[src/smc_pkg.sv]
// smc_pkg.sv: shared constants and types for the mode configuration block
package smc_pkg;

  // ==========================================================================
  // widths
  localparam int COL_W = 9;
  localparam int ADDR_W = 10;
  localparam int MODE_W = 10;
  localparam int EXT_W = 7;
  localparam logic [COL_W-1:0] COL_STEP = 9'h001;

  // ==========================================================================
  // base register field encodings
  localparam logic [2:0] SPAN_1 = 3'h0;
  localparam logic [2:0] SPAN_2 = 3'h1;
  localparam logic [2:0] SPAN_4 = 3'h2;
  localparam logic [2:0] SPAN_8 = 3'h3;
  localparam logic [2:0] SPAN_PAGE = 3'h7;
  localparam logic [2:0] LAT_2 = 3'h2;
  localparam logic [2:0] LAT_3 = 3'h3;
  localparam logic [1:0] OPMODE_NORMAL = 2'h0;

  // ==========================================================================
  // bank select codes that pick the target of a load
  localparam logic [1:0] BANK_BASE = 2'h0;
  localparam logic [1:0] BANK_EXT = 2'h2;

  // ==========================================================================
  // extended register field encodings
  localparam logic [2:0] PARTIAL_REFRESH_SELECT_FULL = 3'h0;
  localparam logic [2:0] PARTIAL_REFRESH_SELECT_HALF = 3'h1;
  localparam logic [2:0] PARTIAL_REFRESH_SELECT_QUARTER = 3'h2;
  localparam logic [2:0] PARTIAL_REFRESH_SELECT_EIGHTH = 3'h5;
  localparam logic [2:0] PARTIAL_REFRESH_SELECT_SIXTEENTH = 3'h6;
  localparam logic [1:0] DS_FULL = 2'h0;
  localparam logic [1:0] DS_HALF = 2'h1;
  localparam logic [1:0] DS_QUARTER = 2'h2;
  localparam logic [1:0] DS_THREEQ = 2'h3;
  localparam logic [6:0] OHM_25 = 7'h19;
  localparam logic [6:0] OHM_37 = 7'h25;
  localparam logic [6:0] OHM_55 = 7'h37;
  localparam logic [6:0] OHM_80 = 7'h50;

  // ==========================================================================
  // refresh coverage codes
  localparam logic [3:0] BANKS_ALL = 4'hF;
  localparam logic [3:0] BANKS_LOW2 = 4'h3;
  localparam logic [3:0] BANKS_ZERO = 4'h1;
  localparam logic [1:0] ROWS_WHOLE = 2'h0;
  localparam logic [1:0] ROWS_HALF = 2'h1;
  localparam logic [1:0] ROWS_QUARTER = 2'h2;

  // ==========================================================================
  // reset values
  localparam logic [MODE_W-1:0] MODE_RESET = 10'h000;
  localparam logic [EXT_W-1:0] EXT_RESET = 7'h00;
  localparam logic [3:0] RATE_RESET = 4'h0;

  // ==========================================================================
  // types
  typedef struct packed {
    logic single_write_select;
    logic op_mode_high_bit;
    logic op_mode_low_bit;
    logic [2:0] latency;
    logic burst_order_select;
    logic [2:0] burst_span;
  } smc_mode_s;

  typedef struct packed {
    logic [1:0] output_drive_select;
    logic [1:0] temp_comp_refresh_bits;
    logic [2:0] partial_refresh_select;
  } smc_ext_s;

  typedef struct packed {
    logic cs_n;
    logic ras_n;
    logic cas_n;
    logic we_n;
    logic bank_sel_high;
    logic bank_sel_low;
    logic [ADDR_W-1:0] addr;
  } smc_cmd_s;

  typedef struct packed {
    logic valid;
    logic rd;
    logic [COL_W-1:0] col;
  } smc_beat_s;

  typedef enum logic [1:0] {SEQ_IDLE, SEQ_FIXED, SEQ_PAGE} smc_seq_e;

endpackage : smc_pkg

[src/smc_burst_seq.sv]
// smc_burst_seq.sv: column order generator for one burst
`timescale 1ns/10ps
module smc_burst_seq
  import smc_pkg::*;
(
  input wire logic clk_in,
  input wire logic rst_n_in,
  input wire logic start_in,
  input wire logic stop_in,
  input wire logic rd_in,
  input wire logic [COL_W-1:0] start_col_in,
  input wire logic [2:0] span_in,
  input wire logic order_in,
  output smc_beat_s beat_out
);

  smc_seq_e state_q;
  logic [COL_W-1:0] base_q;
  logic [2:0] mask_q;
  logic [2:0] cnt_q;
  logic order_q;
  smc_beat_s beat_q;
  logic [2:0] start_mask;
  logic [2:0] cnt_nxt;
  logic [2:0] low_nxt;
  logic [COL_W-1:0] mask_w;

  // ==========================================================================
  // block size from the span code; reserved codes fall back to one location
  always_comb
  begin
    case (span_in)
      SPAN_2: start_mask = 3'h1;
      SPAN_4: start_mask = 3'h3;
      SPAN_8: start_mask = 3'h7;
      default: start_mask = 3'h0;
    endcase
  end

  assign cnt_nxt = cnt_q + 3'h1;
  assign low_nxt = order_q ? (base_q[2:0] ^ cnt_nxt) : (base_q[2:0] + cnt_nxt);
  assign mask_w = {{(COL_W-3){1'b0}}, mask_q};
  assign beat_out = beat_q;

  // ==========================================================================
  // state
  always_ff @(posedge clk_in or negedge rst_n_in)
  begin
    if (!rst_n_in)
      state_q <= SEQ_IDLE;
    else if (start_in)
      state_q <= (span_in == SPAN_PAGE) ? SEQ_PAGE : SEQ_FIXED;
    else if (stop_in)
      state_q <= SEQ_IDLE;
    else if (state_q == SEQ_FIXED && cnt_q == mask_q)
      state_q <= SEQ_IDLE;
  end

  always_ff @(posedge clk_in or negedge rst_n_in)
  begin
    if (!rst_n_in)
    begin
      base_q <= '0;
      mask_q <= 3'h0;
      order_q <= 1'b0;
      cnt_q <= 3'h0;
    end
    else if (start_in)
    begin
      base_q <= start_col_in;
      mask_q <= start_mask;
      order_q <= order_in;
      cnt_q <= 3'h0;
    end
    else if (state_q == SEQ_FIXED)
      cnt_q <= cnt_nxt;
  end

  // ==========================================================================
  // beat output; page mode ignores the order bit and wraps at the page end
  always_ff @(posedge clk_in or negedge rst_n_in)
  begin
    if (!rst_n_in)
      beat_q <= '0;
    else if (start_in)
    begin
      beat_q.valid <= 1'b1;
      beat_q.rd <= rd_in;
      beat_q.col <= start_col_in;
    end
    else if (stop_in)
      beat_q.valid <= 1'b0;
    else if (state_q == SEQ_PAGE)
      beat_q.col <= beat_q.col + COL_STEP;
    else if (state_q == SEQ_FIXED && cnt_q != mask_q)
      beat_q.col <= (base_q & ~mask_w) | ({{(COL_W-3){1'b0}}, low_nxt} & mask_w);
    else
      beat_q.valid <= 1'b0;
  end
endmodule : smc_burst_seq

[src/smc_mode_cfg.sv]
// smc_mode_cfg.sv: mode and extended mode configuration with burst column ordering
`timescale 1ns/10ps
module smc_mode_cfg
  import smc_pkg::*;
(
  input wire logic clk_in,
  input wire logic rst_n_in,
  input smc_cmd_s cmd_in,
  input wire logic dpd_active_in,
  input wire logic [3:0] temp_rate_in,
  output smc_mode_s mode_cfg_out,
  output smc_ext_s ext_cfg_out,
  output logic [3:0] burst_locations_out,
  output logic [1:0] read_latency_cycles_out,
  output logic cfg_reserved_out,
  output smc_beat_s access_beat_out,
  output smc_beat_s rd_data_beat_out,
  output logic dq_drive_out,
  output logic [3:0] refresh_bank_mask_out,
  output logic [1:0] refresh_row_part_out,
  output logic [6:0] drive_ohms_out,
  output logic [3:0] self_refresh_rate_out
);

  // ==========================================================================
  // declarations
  smc_mode_s mode_q;
  smc_ext_s ext_q;
  logic [ADDR_W-EXT_W-1:0] ext_hi_q;
  logic cmd_sel;
  logic load_cmd;
  logic base_load;
  logic ext_load;
  logic rd_cmd;
  logic wr_cmd;
  logic term_cmd;
  logic lat3_cfg;
  logic [2:0] seq_span;
  logic [COL_W-1:0] start_col;
  logic [MODE_W-1:0] mode_field;
  logic [EXT_W-1:0] ext_field;
  smc_beat_s seq_beat;
  smc_beat_s rd_pipe;
  smc_beat_s stage_q;
  smc_beat_s rd_beat_q;
  logic [3:0] rate1_q;
  logic [3:0] rate2_q;
  logic [3:0] locations_q;
  logic [1:0] latency_q;
  logic reserved_q;
  logic mode_bad;
  logic ext_bad;
  logic [3:0] bank_mask_q;
  logic [1:0] row_part_q;
  logic [6:0] ohms_q;

  // ==========================================================================
  // command decode, sampled on the rising edge half a cycle after the controller drives it
  assign cmd_sel = !cmd_in.cs_n && !dpd_active_in;
  assign load_cmd = cmd_sel && !cmd_in.ras_n && !cmd_in.cas_n && !cmd_in.we_n;
  assign base_load = load_cmd && {cmd_in.bank_sel_high, cmd_in.bank_sel_low} == BANK_BASE;
  assign ext_load = load_cmd && {cmd_in.bank_sel_high, cmd_in.bank_sel_low} == BANK_EXT;
  assign rd_cmd = cmd_sel && cmd_in.ras_n && !cmd_in.cas_n && cmd_in.we_n;
  assign wr_cmd = cmd_sel && cmd_in.ras_n && !cmd_in.cas_n && !cmd_in.we_n;
  assign term_cmd = cmd_sel && cmd_in.ras_n && cmd_in.cas_n && !cmd_in.we_n;
  assign start_col = cmd_in.addr[COL_W-1:0];
  assign mode_field = cmd_in.addr[MODE_W-1:0];
  assign ext_field = cmd_in.addr[EXT_W-1:0];

  // ==========================================================================
  // base register
  always_ff @(posedge clk_in or negedge rst_n_in)
  begin
    if (!rst_n_in)
      mode_q <= MODE_RESET;
    else if (base_load)
      mode_q <= smc_mode_s'(mode_field);
  end

  // ==========================================================================
  // extended register; only a load changes it, deep power-down never does
  always_ff @(posedge clk_in or negedge rst_n_in)
  begin
    if (!rst_n_in)
    begin
      ext_q <= EXT_RESET;
      ext_hi_q <= '0;
    end
    else if (ext_load)
    begin
      ext_q <= smc_ext_s'(ext_field);
      ext_hi_q <= cmd_in.addr[ADDR_W-1:EXT_W];
    end
  end

  assign mode_cfg_out = mode_q;
  assign ext_cfg_out = ext_q;

  // ==========================================================================
  // reserved settings: the block keeps running in a defined fallback
  always_comb
  begin
    mode_bad = 1'b0;
    if (!(mode_q.burst_span inside {SPAN_1, SPAN_2, SPAN_4, SPAN_8, SPAN_PAGE}))
      mode_bad = 1'b1;
    if (!(mode_q.latency inside {LAT_2, LAT_3}))
      mode_bad = 1'b1;
    if ({mode_q.op_mode_high_bit, mode_q.op_mode_low_bit} != OPMODE_NORMAL)
      mode_bad = 1'b1;
    if (mode_q.burst_span == SPAN_PAGE && mode_q.burst_order_select)
      mode_bad = 1'b1;
  end

  always_comb
  begin
    ext_bad = (ext_hi_q != '0);
    if (!(ext_q.partial_refresh_select inside
          {PARTIAL_REFRESH_SELECT_FULL, PARTIAL_REFRESH_SELECT_HALF, PARTIAL_REFRESH_SELECT_QUARTER, PARTIAL_REFRESH_SELECT_EIGHTH, PARTIAL_REFRESH_SELECT_SIXTEENTH}))
      ext_bad = 1'b1;
  end

  // ==========================================================================
  // decoded base settings
  assign lat3_cfg = (mode_q.latency != LAT_2);

  always_ff @(posedge clk_in or negedge rst_n_in)
  begin
    if (!rst_n_in)
    begin
      locations_q <= 4'h1;
      latency_q <= 2'h3;
      reserved_q <= 1'b0;
    end
    else
    begin
      case (mode_q.burst_span)
        SPAN_2: locations_q <= 4'h2;
        SPAN_4: locations_q <= 4'h4;
        SPAN_8: locations_q <= 4'h8;
        SPAN_PAGE: locations_q <= 4'h0;
        default: locations_q <= 4'h1;
      endcase
      latency_q <= lat3_cfg ? 2'h3 : 2'h2;
      reserved_q <= mode_bad || ext_bad;
    end
  end

  assign burst_locations_out = locations_q;
  assign read_latency_cycles_out = latency_q;
  assign cfg_reserved_out = reserved_q;

  // ==========================================================================
  // column sequencer; partial refresh has no say over these accesses
  assign seq_span = (wr_cmd && mode_q.single_write_select) ? SPAN_1 : mode_q.burst_span;

  smc_burst_seq u_seq (
    .clk_in(clk_in),
    .rst_n_in(rst_n_in),
    .start_in(rd_cmd || wr_cmd),
    .stop_in(term_cmd),
    .rd_in(rd_cmd),
    .start_col_in(start_col),
    .span_in(seq_span),
    .order_in(mode_q.burst_order_select),
    .beat_out(seq_beat)
  );

  assign access_beat_out = seq_beat;

  // ==========================================================================
  // read latency pipeline: beat 0 leaves the sequencer at edge n,
  // so m-1 more edges put the drive at edge n+m-1
  always_comb
  begin
    rd_pipe = seq_beat;
    rd_pipe.valid = seq_beat.valid && seq_beat.rd;
  end

  always_ff @(posedge clk_in or negedge rst_n_in)
  begin
    if (!rst_n_in)
    begin
      stage_q <= '0;
      rd_beat_q <= '0;
    end
    else
    begin
      stage_q <= rd_pipe;
      rd_beat_q <= lat3_cfg ? stage_q : rd_pipe;
    end
  end

  assign rd_data_beat_out = rd_beat_q;
  assign dq_drive_out = rd_beat_q.valid;

  // ==========================================================================
  // refresh rate from the sensor domain; temperature bits play no part
  always_ff @(posedge clk_in or negedge rst_n_in)
  begin
    if (!rst_n_in)
    begin
      rate1_q <= RATE_RESET;
      rate2_q <= RATE_RESET;
    end
    else
    begin
      rate1_q <= temp_rate_in;
      rate2_q <= rate1_q;
    end
  end

  assign self_refresh_rate_out = rate2_q;

  // ==========================================================================
  // partial refresh coverage and output drive
  always_ff @(posedge clk_in or negedge rst_n_in)
  begin
    if (!rst_n_in)
    begin
      bank_mask_q <= BANKS_ALL;
      row_part_q <= ROWS_WHOLE;
      ohms_q <= OHM_25;
    end
    else
    begin
      case (ext_q.partial_refresh_select)
        PARTIAL_REFRESH_SELECT_HALF:
        begin
          bank_mask_q <= BANKS_LOW2;
          row_part_q <= ROWS_WHOLE;
        end
        PARTIAL_REFRESH_SELECT_QUARTER:
        begin
          bank_mask_q <= BANKS_ZERO;
          row_part_q <= ROWS_WHOLE;
        end
        PARTIAL_REFRESH_SELECT_EIGHTH:
        begin
          bank_mask_q <= BANKS_ZERO;
          row_part_q <= ROWS_HALF;
        end
        PARTIAL_REFRESH_SELECT_SIXTEENTH:
        begin
          bank_mask_q <= BANKS_ZERO;
          row_part_q <= ROWS_QUARTER;
        end
        default:
        begin
          bank_mask_q <= BANKS_ALL;
          row_part_q <= ROWS_WHOLE;
        end
      endcase
      case (ext_q.output_drive_select)
        DS_THREEQ: ohms_q <= OHM_37;
        DS_HALF: ohms_q <= OHM_55;
        DS_QUARTER: ohms_q <= OHM_80;
        default: ohms_q <= OHM_25;
      endcase
    end
  end

  assign refresh_bank_mask_out = bank_mask_q;
  assign refresh_row_part_out = row_part_q;
  assign drive_ohms_out = ohms_q;
endmodule : smc_mode_cfg

[config.mk]
export PLATFORM = sky130hd
export DESIGN_NAME = smc_mode_cfg
export DESIGN_NICKNAME = d
export VERILOG_FILES = /design/src/smc_pkg.sv /design/src/smc_burst_seq.sv /design/src/smc_mode_cfg.sv
export SDC_FILE = /design/constraint.sdc
export NUM_CORES = 1
export LEC_CHECK = 0
export BUFFER_PORTS_ARGS = -buffer_cell sky130_fd_sc_hd__buf_2
export CAP_MARGIN = 20
export CORE_UTILIZATION = 50
export DETAILED_ROUTE_END_ITERATION = 16
export HOLD_SLACK_MARGIN = 0.06
export PLACE_DENSITY_LB_ADDON = 0.15
export SYNTH_ARGS = -nofsm -noshare
export SYNTH_HDL_FRONTEND = slang
export SYNTH_HIERARCHICAL = 1
export SYNTH_SLANG_ARGS = --single-unit
[constraint.sdc]
create_clock -name clk_in -period 2.12 [get_ports clk_in]
set_input_delay 0.424 -clock clk_in [delete_from_list [all_inputs] [get_ports clk_in]]
set_output_delay 0.424 -clock clk_in [all_outputs]
set_load 0.05 [all_outputs]
-- Word-level counts from Yosys, hierarchy flattened
Cells that the tools add are included.
- bits in registers: 99
- input port bits: 23
- output and inout bits: 64
- word-level logic and storage cells: 132
- add/sub/neg operators: 3
- equality and inequality tests: 26
- mux-type cells: 28
- bitwise gates (word level): 5
- reductions and logical operators: 38
- operator list (cell ; number):
    2-to-1 mux 9 bit ; 4
    == test 3 x 2 -> 1 bit (second input constant) ; 7
    one-hot mux 7 bit (3 select lines) ; 1
    logical AND 1 bit ; 17
    one-hot mux 4 bit (4 select lines) ; 1
    == test 3 bit (second input constant) ; 4
    2-to-1 mux 3 bit ; 4
    2-to-1 mux 11 bit ; 1
    2-to-1 mux 1 bit ; 10
    nonzero test 5 bit ; 2
    adder 9 x 1 -> 9 bit (second input constant) ; 1
    AND 9 bit ; 1
    == test 3 x 1 -> 1 bit (second input constant) ; 3
    inequality test 3 x 2 -> 1 bit (second input constant) ; 3
    inverter 3 -> 9 bit ; 1
    OR 9 bit ; 1
    one-hot mux 3 bit (3 select lines) ; 1
    nonzero test 3 bit ; 3
    == test 2 bit (second input constant) ; 4
    2-to-1 mux 2 bit ; 4
    one-hot mux 4 bit (2 select lines) ; 1
    zero test 3 bit ; 2
    nonzero test 2 bit ; 3
    zero test 1 bit ; 5
    other kinds (13) ; 16

-- Depth between registers and ports, before layout
Gate-level depths: netlist of run 1.
- depth after elaboration: 10
- mapped depth: 8
- gate-level depth less buffers: 8

-- Modules after synthesis
Netlist of run 1, hierarchy kept.
- modules (own cells, without submodules) (module ; instances ; cells an instance ; area an instance (sq um) ; sequential area each (sq um)):
    smc_mode_cfg ; 1 ; 145 ; 2358.5 ; 1660.3
    smc_burst_seq ; 1 ; 176 ; 1642.8 ; 725.7

-- Worst setup path before layout of run 1
Ideal clock, no wire load.
- path type: input-to-reg
- start point: input port cmd_in[14] (netlist bit)
- end point: register u_seq.base_q[0]
- library setup time: 135 ps
- arrival: 1846 ps
- required time: 1985 ps
- setup slack: 139 ps
- cell stages on the path: 6
- path buffers: 3
- cell sequence: nor2b_1 -> nor3b_1 -> clkbuf_1 -> clkbuf_1 -> clkbuf_1 -> o21ai_0
- longest elaborated chain between the ends: 4
- elaborated cells on any way between the ends: 5
- classes of those cells: reduce/logical: 5
- RTL lines (what ; line ; text):
    from (decl) ; smc_mode_cfg.sv:8 ; input smc_cmd_s cmd_in,
    logical AND 1 bit * (2 in series) ; smc_mode_cfg.sv:63, smc_mode_cfg.sv:64 ;
    logical AND 1 bit (on tied branches) ; smc_mode_cfg.sv:63, smc_mode_cfg.sv:64 ;
    logical OR 1 bit * ; smc_mode_cfg.sv:159 ; .start_in(rd_cmd || wr_cmd),
    to (signal assigned) ; smc_burst_seq.sv:70 ; base_q <= start_col_in;
    to (decl) ; smc_burst_seq.sv:18 ; logic [COL_W-1:0] base_q;
Mark *: on every way between the ends. The rest lies on a longest branch, timed or not.
A chain may end at the register's enable or synchronous reset.

-- Worst setup path after layout of run 1
- start point: register u_seq.cnt_q[0]
- end point: register u_seq.beat_q (netlist bit u_seq/beat_out[2])
- longest elaborated chain between the ends: 9
- elaborated cells on any way between the ends: 14
- classes of those cells: add/sub: 2; eq/ne: 1; mux: 5; bitwise: 3; reduce/logical: 3
- RTL lines (what ; line ; text):
    from (decl) ; smc_burst_seq.sv:20 ; logic [2:0] cnt_q;
    from (signal assigned) ; smc_burst_seq.sv:76 ; cnt_q <= cnt_nxt;
    adder 3 x 1 -> 3 bit ; smc_burst_seq.sv:40 ; assign cnt_nxt = cnt_q + 3'h1;
    adder 3 bit or bitwise XOR 3 bit (tied branches) ; smc_burst_seq.sv:41 ; assign low_nxt = order_q ? (base_q[2:0] ^ cnt_nxt) : (base_q[2:0] + cnt_nxt);
    2-to-1 mux 3 bit ; smc_burst_seq.sv:41 ;
    AND 3 bit ; smc_burst_seq.sv:96 ; beat_q.col <= (base_q & ~mask_w) | ({{(COL_W-3){1'b0}}, low_nxt} & mask_w);
    OR 9 bit ; smc_burst_seq.sv:96 ;
    2-to-1 mux 9 bit ; smc_burst_seq.sv:95 ; else if (state_q == SEQ_FIXED && cnt_q != mask_q)
    2-to-1 mux 9 bit ; smc_burst_seq.sv:93 ; else if (state_q == SEQ_PAGE)
    2-to-1 mux 9 bit ; smc_burst_seq.sv:91 ; else if (stop_in)
    2-to-1 mux 9 bit ; smc_burst_seq.sv:85 ; else if (start_in)
    to (decl) ; smc_burst_seq.sv:22 ; smc_beat_s beat_q;
Parallel ways exist; a longest one is shown, timed or not. The select of a mux whose other input is x is not followed.

==> flow_summary.toml, run 1 <==
[global_routing]
grtUsageTotal = 0.210
grt_max_degree = 48
grt_overflow = 0
antenna_found_initial = 0
grt_pass1_wl_um = 13400
grt_pass1_vias = 2583

[placement]
place_ws_ps = 101
gp_congestion = 0.831
portBuffers = 84
hpwl_um = 5720

[timing]
max_freq_mhz = 510
finalHoldViolCount = 0
timing.final.crit_share = 0.925
fin_tns_setup_ps = 0
clock_skew_ps = 11.2
period_needed_ps = 1960
rsz0062_at_grt = "false"
setup_ws_ps = 159
slew_viol_final = 0
max-slew-margin-rel = 0.652
tightest_slew_ps = 522
setup_viol = 0

[route]
ant_nets = 0
viasPerCell = 5.26
wl_per_cell_um = 15.3
totalWireLength_um = 7950
first_iter_violations = 137
vias = 2735
firstDrtPassIters = 5
drt_drc_violations_left = 0

[clock_network]
clock_sinks = 95
cts_setup_buffers = 0
clk_pin_slew_ps = 100
clk_latency_ps = 360
cts_buffers = 9
clockRootBuffer = "clkbuf_8"
clockBufferDepth = 2
cts_tree = "done"
htreeDepth = 3

[floorplan]
die_h_um = 91.5
fp.dieW_um = 91.5
io_pins = 87
core_sq_um = 7730
fp-row-count = 32
die_area_sq_um = 8360
start_util = 0.518

[power_and_ir_drop]
power_density_nw_per_um2 = 1290
max-vdd-ir-drop_v = 0.000540
switchingPower_uw = 2600
swShare = 0.419
power_frac_comb = 0.379
internal_power_uw = 3600
p_leak_uw = 0.00234
p_seq_frac = 0.422
pwr-share-clk = 0.199

[yosys]
ys_warn_count = 6
ys_seq_elements = 95
yosys_most_used_dff = "dfrtp_1"
seq_area_frac_synth = 0.596
synthCells = 321
async_flop_share = 1.00
syn_avg_cell_area_sq_um = 12.5
synth_edf_count = 0
ys_types = 58
syn_area_sq_um = 4000

[final_layout]
fin_nets = 441
fill_cells = 640
drive_above_1_share = 0.397
insertedDiodeCount = 0
syn_to_final_growth_pct = 20.2

[setup_path]
required_ps = 2370
start_kind = "flop"
critPathMaxFanout = 3
critical_path.endpoint_type = "flop"
cp.arrival_ps = 2210
critPathKind = "reg2reg"

[status]
status = "finished, final reports clean"

[run]
drv_cap = 0

[worst_hold_path]
hold_path_class = "in2reg"
[kinds of logic (layout without fill, tap and decap cells)]
logic type	Yosys count	count (layout)	synth area share
and+or+nand+nor	93	93	0.130
muxes	38	38	0.116
adders and majority gates	5	5	0.0175
other	1	2	0.000937
buffers and inverters	28	124	0.0335
AOI/OAI and AO/OA	50	50	0.0822
DFF	95	95	0.596
xor gates and xnor gates	11	11	0.0241
[area by class of cell]
type	instances	area [sq um]	area share
clock buffer	9	124	0.0257
inverter	12	45.0	0.00936
tap	102	128	0.0265
multi-input combinational	199	1500	0.312
clock inverter	7	85.1	0.0177
sequential	95	2390	0.496
timing repair buffer	96	541	0.112
[layer usage]
layer	routed length, um	track usage
met5	0	0
met1	3680	0.297
met4	131	0.0873
met2	3800	0.326
met3	346	0.0310
[through the flow]
step	utilization	hold slack (ps)	power (uW)	instances	area, sq um
finish	0.623	155	6200	520	4810
global route	0.623	135	6560	520	4810
CTS	0.621	141	6220	520	4800
detailed placement	0.593	337	4970	503	4580
global placement	0.593	332	4920	503	4580
floorplan	-	128	4380	322	4010
[cells in the mapped netlist (6+ instances only)]
cell       n  area (sq um)
nand2_1   22          82.6
nand2b_1   6          37.5
clkbuf_1   8          30.0
dfstp_2    7           184
a21oi_1    9          45.0
nand3_1   10          50.1
o21ai_0   14          70.1
xor2_1     6          52.6
mux2_4    10           150
inv_1     12          45.0
nor2_1    13          48.8
dfrtp_1   88          2200
nor2b_1   10          62.6
mux2_2    26           293
[cell usage in the layout (no fill, tap or decap), types with 2 or more instances in the layout]
master and instances:
inv_6 4, mux2i_1 2, buf_4 10, mux2_4 10, nand2b_1 6, a31oi_1 4, nor3b_1 4, buf_12 2
inv_1 12, o22ai_1 2, a21oi_1 9, a22oi_1 2, mux2_2 26, nor4_1 2, o211ai_1 3, nand3_1 10
xnor2_1 5, dfrtp_1 88, and2_1 2, nand3b_1 3, nor2_1 13, and3_1 2, nor3_2 2, o21ai_0 14
buf_2 83, nor3b_2 2, o221ai_1 2, ha_1 3, nand4_1 5, dfstp_2 7, xor2_1 6, nor3_1 2
clkbuf_8 9, nand2_1 22, conb_1 2, nor2b_1 10
[final timing paths]
path	startpoint	end	slack [ps]	depth (start not counted)
max	u_seq/cnt_q[0]$_DFFE_PN0P_	u_seq/beat_out[2]$_DFFE_PN0P_	160	8
max in group asynchronous	rst_n_in	drive_ohms_out[0]$_DFF_PN1_	860	3
min reg2reg	rate1_q[0]$_DFF_PN0_	self_refresh_rate_out[0]$_DFF_PN0_	360	0
min in group asynchronous	rst_n_in	self_refresh_rate_out[1]$_DFF_PN0_	560	2
min	temp_rate_in[1]	rate1_q[1]$_DFF_PN0_	160	1
max reg2reg	u_seq/cnt_q[0]$_DFFE_PN0P_	u_seq/beat_out[2]$_DFFE_PN0P_	160	8
[state kept, by name, indices dropped and copies added (netlist names)]
register / cells
ext_cfg_out: 7
u_seq/state_q: 2
rate1_q: 4
u_seq/cnt_q: 3
u_seq/mask_q: 3
u_seq/beat_out: 11
dq_drive_out: 1
refresh_row_part_out: 2
mode_cfg_out: 10
read_latency_cycles_out: 1
rd_data_beat_out: 10
u_seq/order_q: 1
refresh_bank_mask_out: 2
ext_hi_q: 3
self_refresh_rate_out: 4
u_seq/base_q: 9
burst_locations_out: 4
stage_q: 11
cfg_reserved_out: 1
drive_ohms_out: 6
[worst max-delay path: stages, from the launching register on]
cell and delay (ps):
dfrtp_1 440, inv_1 100, ha_1 210, fa_1 370
nor2b_1 150, xnor2_1 130, a211o_1 300, nand3_1 70
a31oi_1 80
[power groups by stage]
stage,registers (uW),logic [uW],clock network (uW)
3_5_place_dp,2650,2330,0
4_1_cts,2610,2340,1270
5_1_grt,2690,2520,1350
2_1_floorplan,3410,972,0
6_report,2620,2350,1230
3_3_place_gp,2620,2300,0
[what timing repair did]
action                                  4_1_cts  5_1_grt
hold buffers                                  1        0
hold endpoints to repair                     33        0
gates resized for setup                       0        1
endpoints found under the setup margin        0        1
(Power assumes the default switching activity.)
==> run 2: changes to the inputs <==
GPL_TIMING_DRIVEN = 0   (was unset)
==> run 2 against run 1 <==
Net effect: hold slack improved by 5.9 ps; non-clock buffer count increased by 6; maximum frequency decreased by 0.62%; final cell count increased by 1.2%; first-iteration DRC count decreased by 34%; register-to-register slack about the same; flip-flop and latch count unchanged; critical path type unchanged; largest power group unchanged.
==> flow_summary.toml, run 2 (same netlist as run 1, synthesis figures left out) <==
[route]
wl_per_cell_um = 15.7
first_iter_violations = 91
viasPerCell = 5.26
drt_drc_violations_left = 0
firstDrtPassIters = 4
totalWireLength_um = 8270
vias = 2767
ant_nets = 0

[power_and_ir_drop]
power_density_nw_per_um2 = 1280
max-vdd-ir-drop_v = 0.000627
power_frac_comb = 0.387
switchingPower_uw = 2640
swShare = 0.430
p_leak_uw = 0.00234
power.total_uw = 6140
internal_power_uw = 3500
pwr-share-clk = 0.190
p_seq_frac = 0.424

[timing]
tightest_slew_ps = 654
finalHoldViolCount = 0
timing.final.crit_share = 0.931
rsz0062_at_grt = "false"
setup_viol = 0
fin_tns_setup_ps = 0
max-slew-margin-rel = 0.561
period_needed_ps = 1970
slew_viol_final = 0
max_freq_mhz = 507
clock_skew_ps = 11.5

[placement]
portBuffers = 84
hpwl_um = 5920
gp_congestion = 0.797

[worst_hold_path]
hold_start = "temp_rate_in[2]"
hold_path_class = "in2reg"

[clock_network]
clockRootBuffer = "clkbuf_8"
clockBufferDepth = 2
htreeDepth = 3
clock_sinks = 95
clk_pin_slew_ps = 100
clk_latency_ps = 360
cts_buffers = 9
cts_setup_buffers = 0
cts_tree = "done"

[run]
drv_cap = 0

[floorplan]
die_h_um = 91.5
fp-row-count = 32
die_area_sq_um = 8360
core_sq_um = 7730
fp.dieW_um = 91.5
start_util = 0.518
io_pins = 87

[global_routing]
grtUsageTotal = 0.220
grt_max_degree = 54
grt_overflow = 0
gr-max-usage-layer = "met2"
grt_pass1_wl_um = 14100
grt_pass1_vias = 2797
grtUsageMet1 = 0.310
antenna_found_initial = 0
grt_use_met2 = 0.343
grt_use_met3 = 0.0327

[final_layout]
layout_common_cells = "dfrtp_1 (88), buf_2 (85), mux2_2 (26)"
final_common_cell = "dfrtp_1"
fill_cells = 670
fin_nets = 447
syn_to_final_growth_pct = 20.1
insertedDiodeCount = 0
drive_above_1_share = 0.392

[setup_path]
critPathKind = "reg2reg"
required_ps = 2350
timing.critical_path.from = "u_seq/state_q[1]$_DFFE_PN0P_"
critPathMaxFanout = 10
start_kind = "flop"
crit_slowest_cell = "or4_4"
crit_chain = "nor2b_1, or4_4, a21o_1, buf_2, a21oi_1, a311oi_1"
cp.arrival_ps = 2200
critical_path.endpoint_type = "flop"
slowest_delay_ps = 570
regToRegStartpoint = "u_seq/state_q[1]$_DFFE_PN0P_"

[status]
status = "finished, final reports clean"
[run 2: changes by cell type in the layout (fill, tap and decap cells not counted), sizes merged]
| cell | before | now |
|---|---|---|
| inv | 17 | 16 |
| clkbuf | 9 | 17 |
| buf | 95 | 93 |
| clkinv | 1 | 3 |
| bufinv | 1 | 0 |
[run 2: power groups by stage]
stage	Clock, uW	Sequential (uW)	Combinational [uW]
2_1_floorplan	0	3410	972
3_3_place_gp	0	2610	2320
3_5_place_dp	0	2630	2350
4_1_cts	1200	2600	2360
5_1_grt	1280	2660	2560
6_report	1160	2600	2370
[run 2: area by class of cell]
| class | instances | area [sq um] | share of cell area |
|---|---|---|---|
| buffer | 16 | 92.6 | 0.0193 |
| multi-input combinational | 199 | 1500 | 0.312 |
| sequential | 95 | 2390 | 0.496 |
| clock buffer | 9 | 124 | 0.0258 |
| inverter | 12 | 45.0 | 0.00937 |
| clock inverter | 7 | 73.8 | 0.0154 |
| timing repair buffer | 86 | 460 | 0.0958 |
| tap | 102 | 128 | 0.0265 |
[run 2: path summary, 6_finish.rpt]
kind,endpoint,slack [ps],depth (start not counted)
worst max-delay path,u_seq/beat_out[8]$_DFFE_PN0P_,150,6
worst min-delay path,rate1_q[2]$_DFF_PN0_,160,1
worst max register to register,u_seq/beat_out[8]$_DFFE_PN0P_,150,6
worst min register to register,self_refresh_rate_out[2]$_DFF_PN0_,360,0
max in group asynchronous,refresh_bank_mask_out[1]$_DFF_PN1_,860,3
min in group asynchronous,self_refresh_rate_out[1]$_DFF_PN0_,580,2
[run 2: layer usage]
metal / part of all wire / vias up
met4: 0.013 / 0
li1: - / 1315
met2: 0.49 / 63
met5: 0 / -
met3: 0.032 / 8
met1: 0.47 / 1381
[run 2: repair_timing]
item,in CTS,in global routing
resized for setup,2,3
hold buffers,1,0
endpoints found under the setup margin,13,19
gates cloned,0,0
pin swaps,0,0
endpoints found under the hold margin,30,0
[run 2: worst max-delay path, delay by kind of cell (launching register included)]
kind | cells | cell delay, ps
buffers and inverters | 1 | 190
and+or+nand+nor | 2 | 790
DFF | 1 | 460
AOI/OAI and AO/OA | 3 | 400
[run 2: metrics by stage]
stage          cells  instance area (sq um)  worst slack [ps]  utilization  hold WS (ps)
2_1_floorplan    322                   4010               139            -           128
3_3_place_gp     508                   4550              -672        0.589           332
3_5_place_dp     509                   4580              -695        0.593           336
4_1_cts          526                   4790              71.5        0.620           142
5_1_grt          526                   4810              22.0        0.622           139
6_report         526                   4810               147        0.622           161
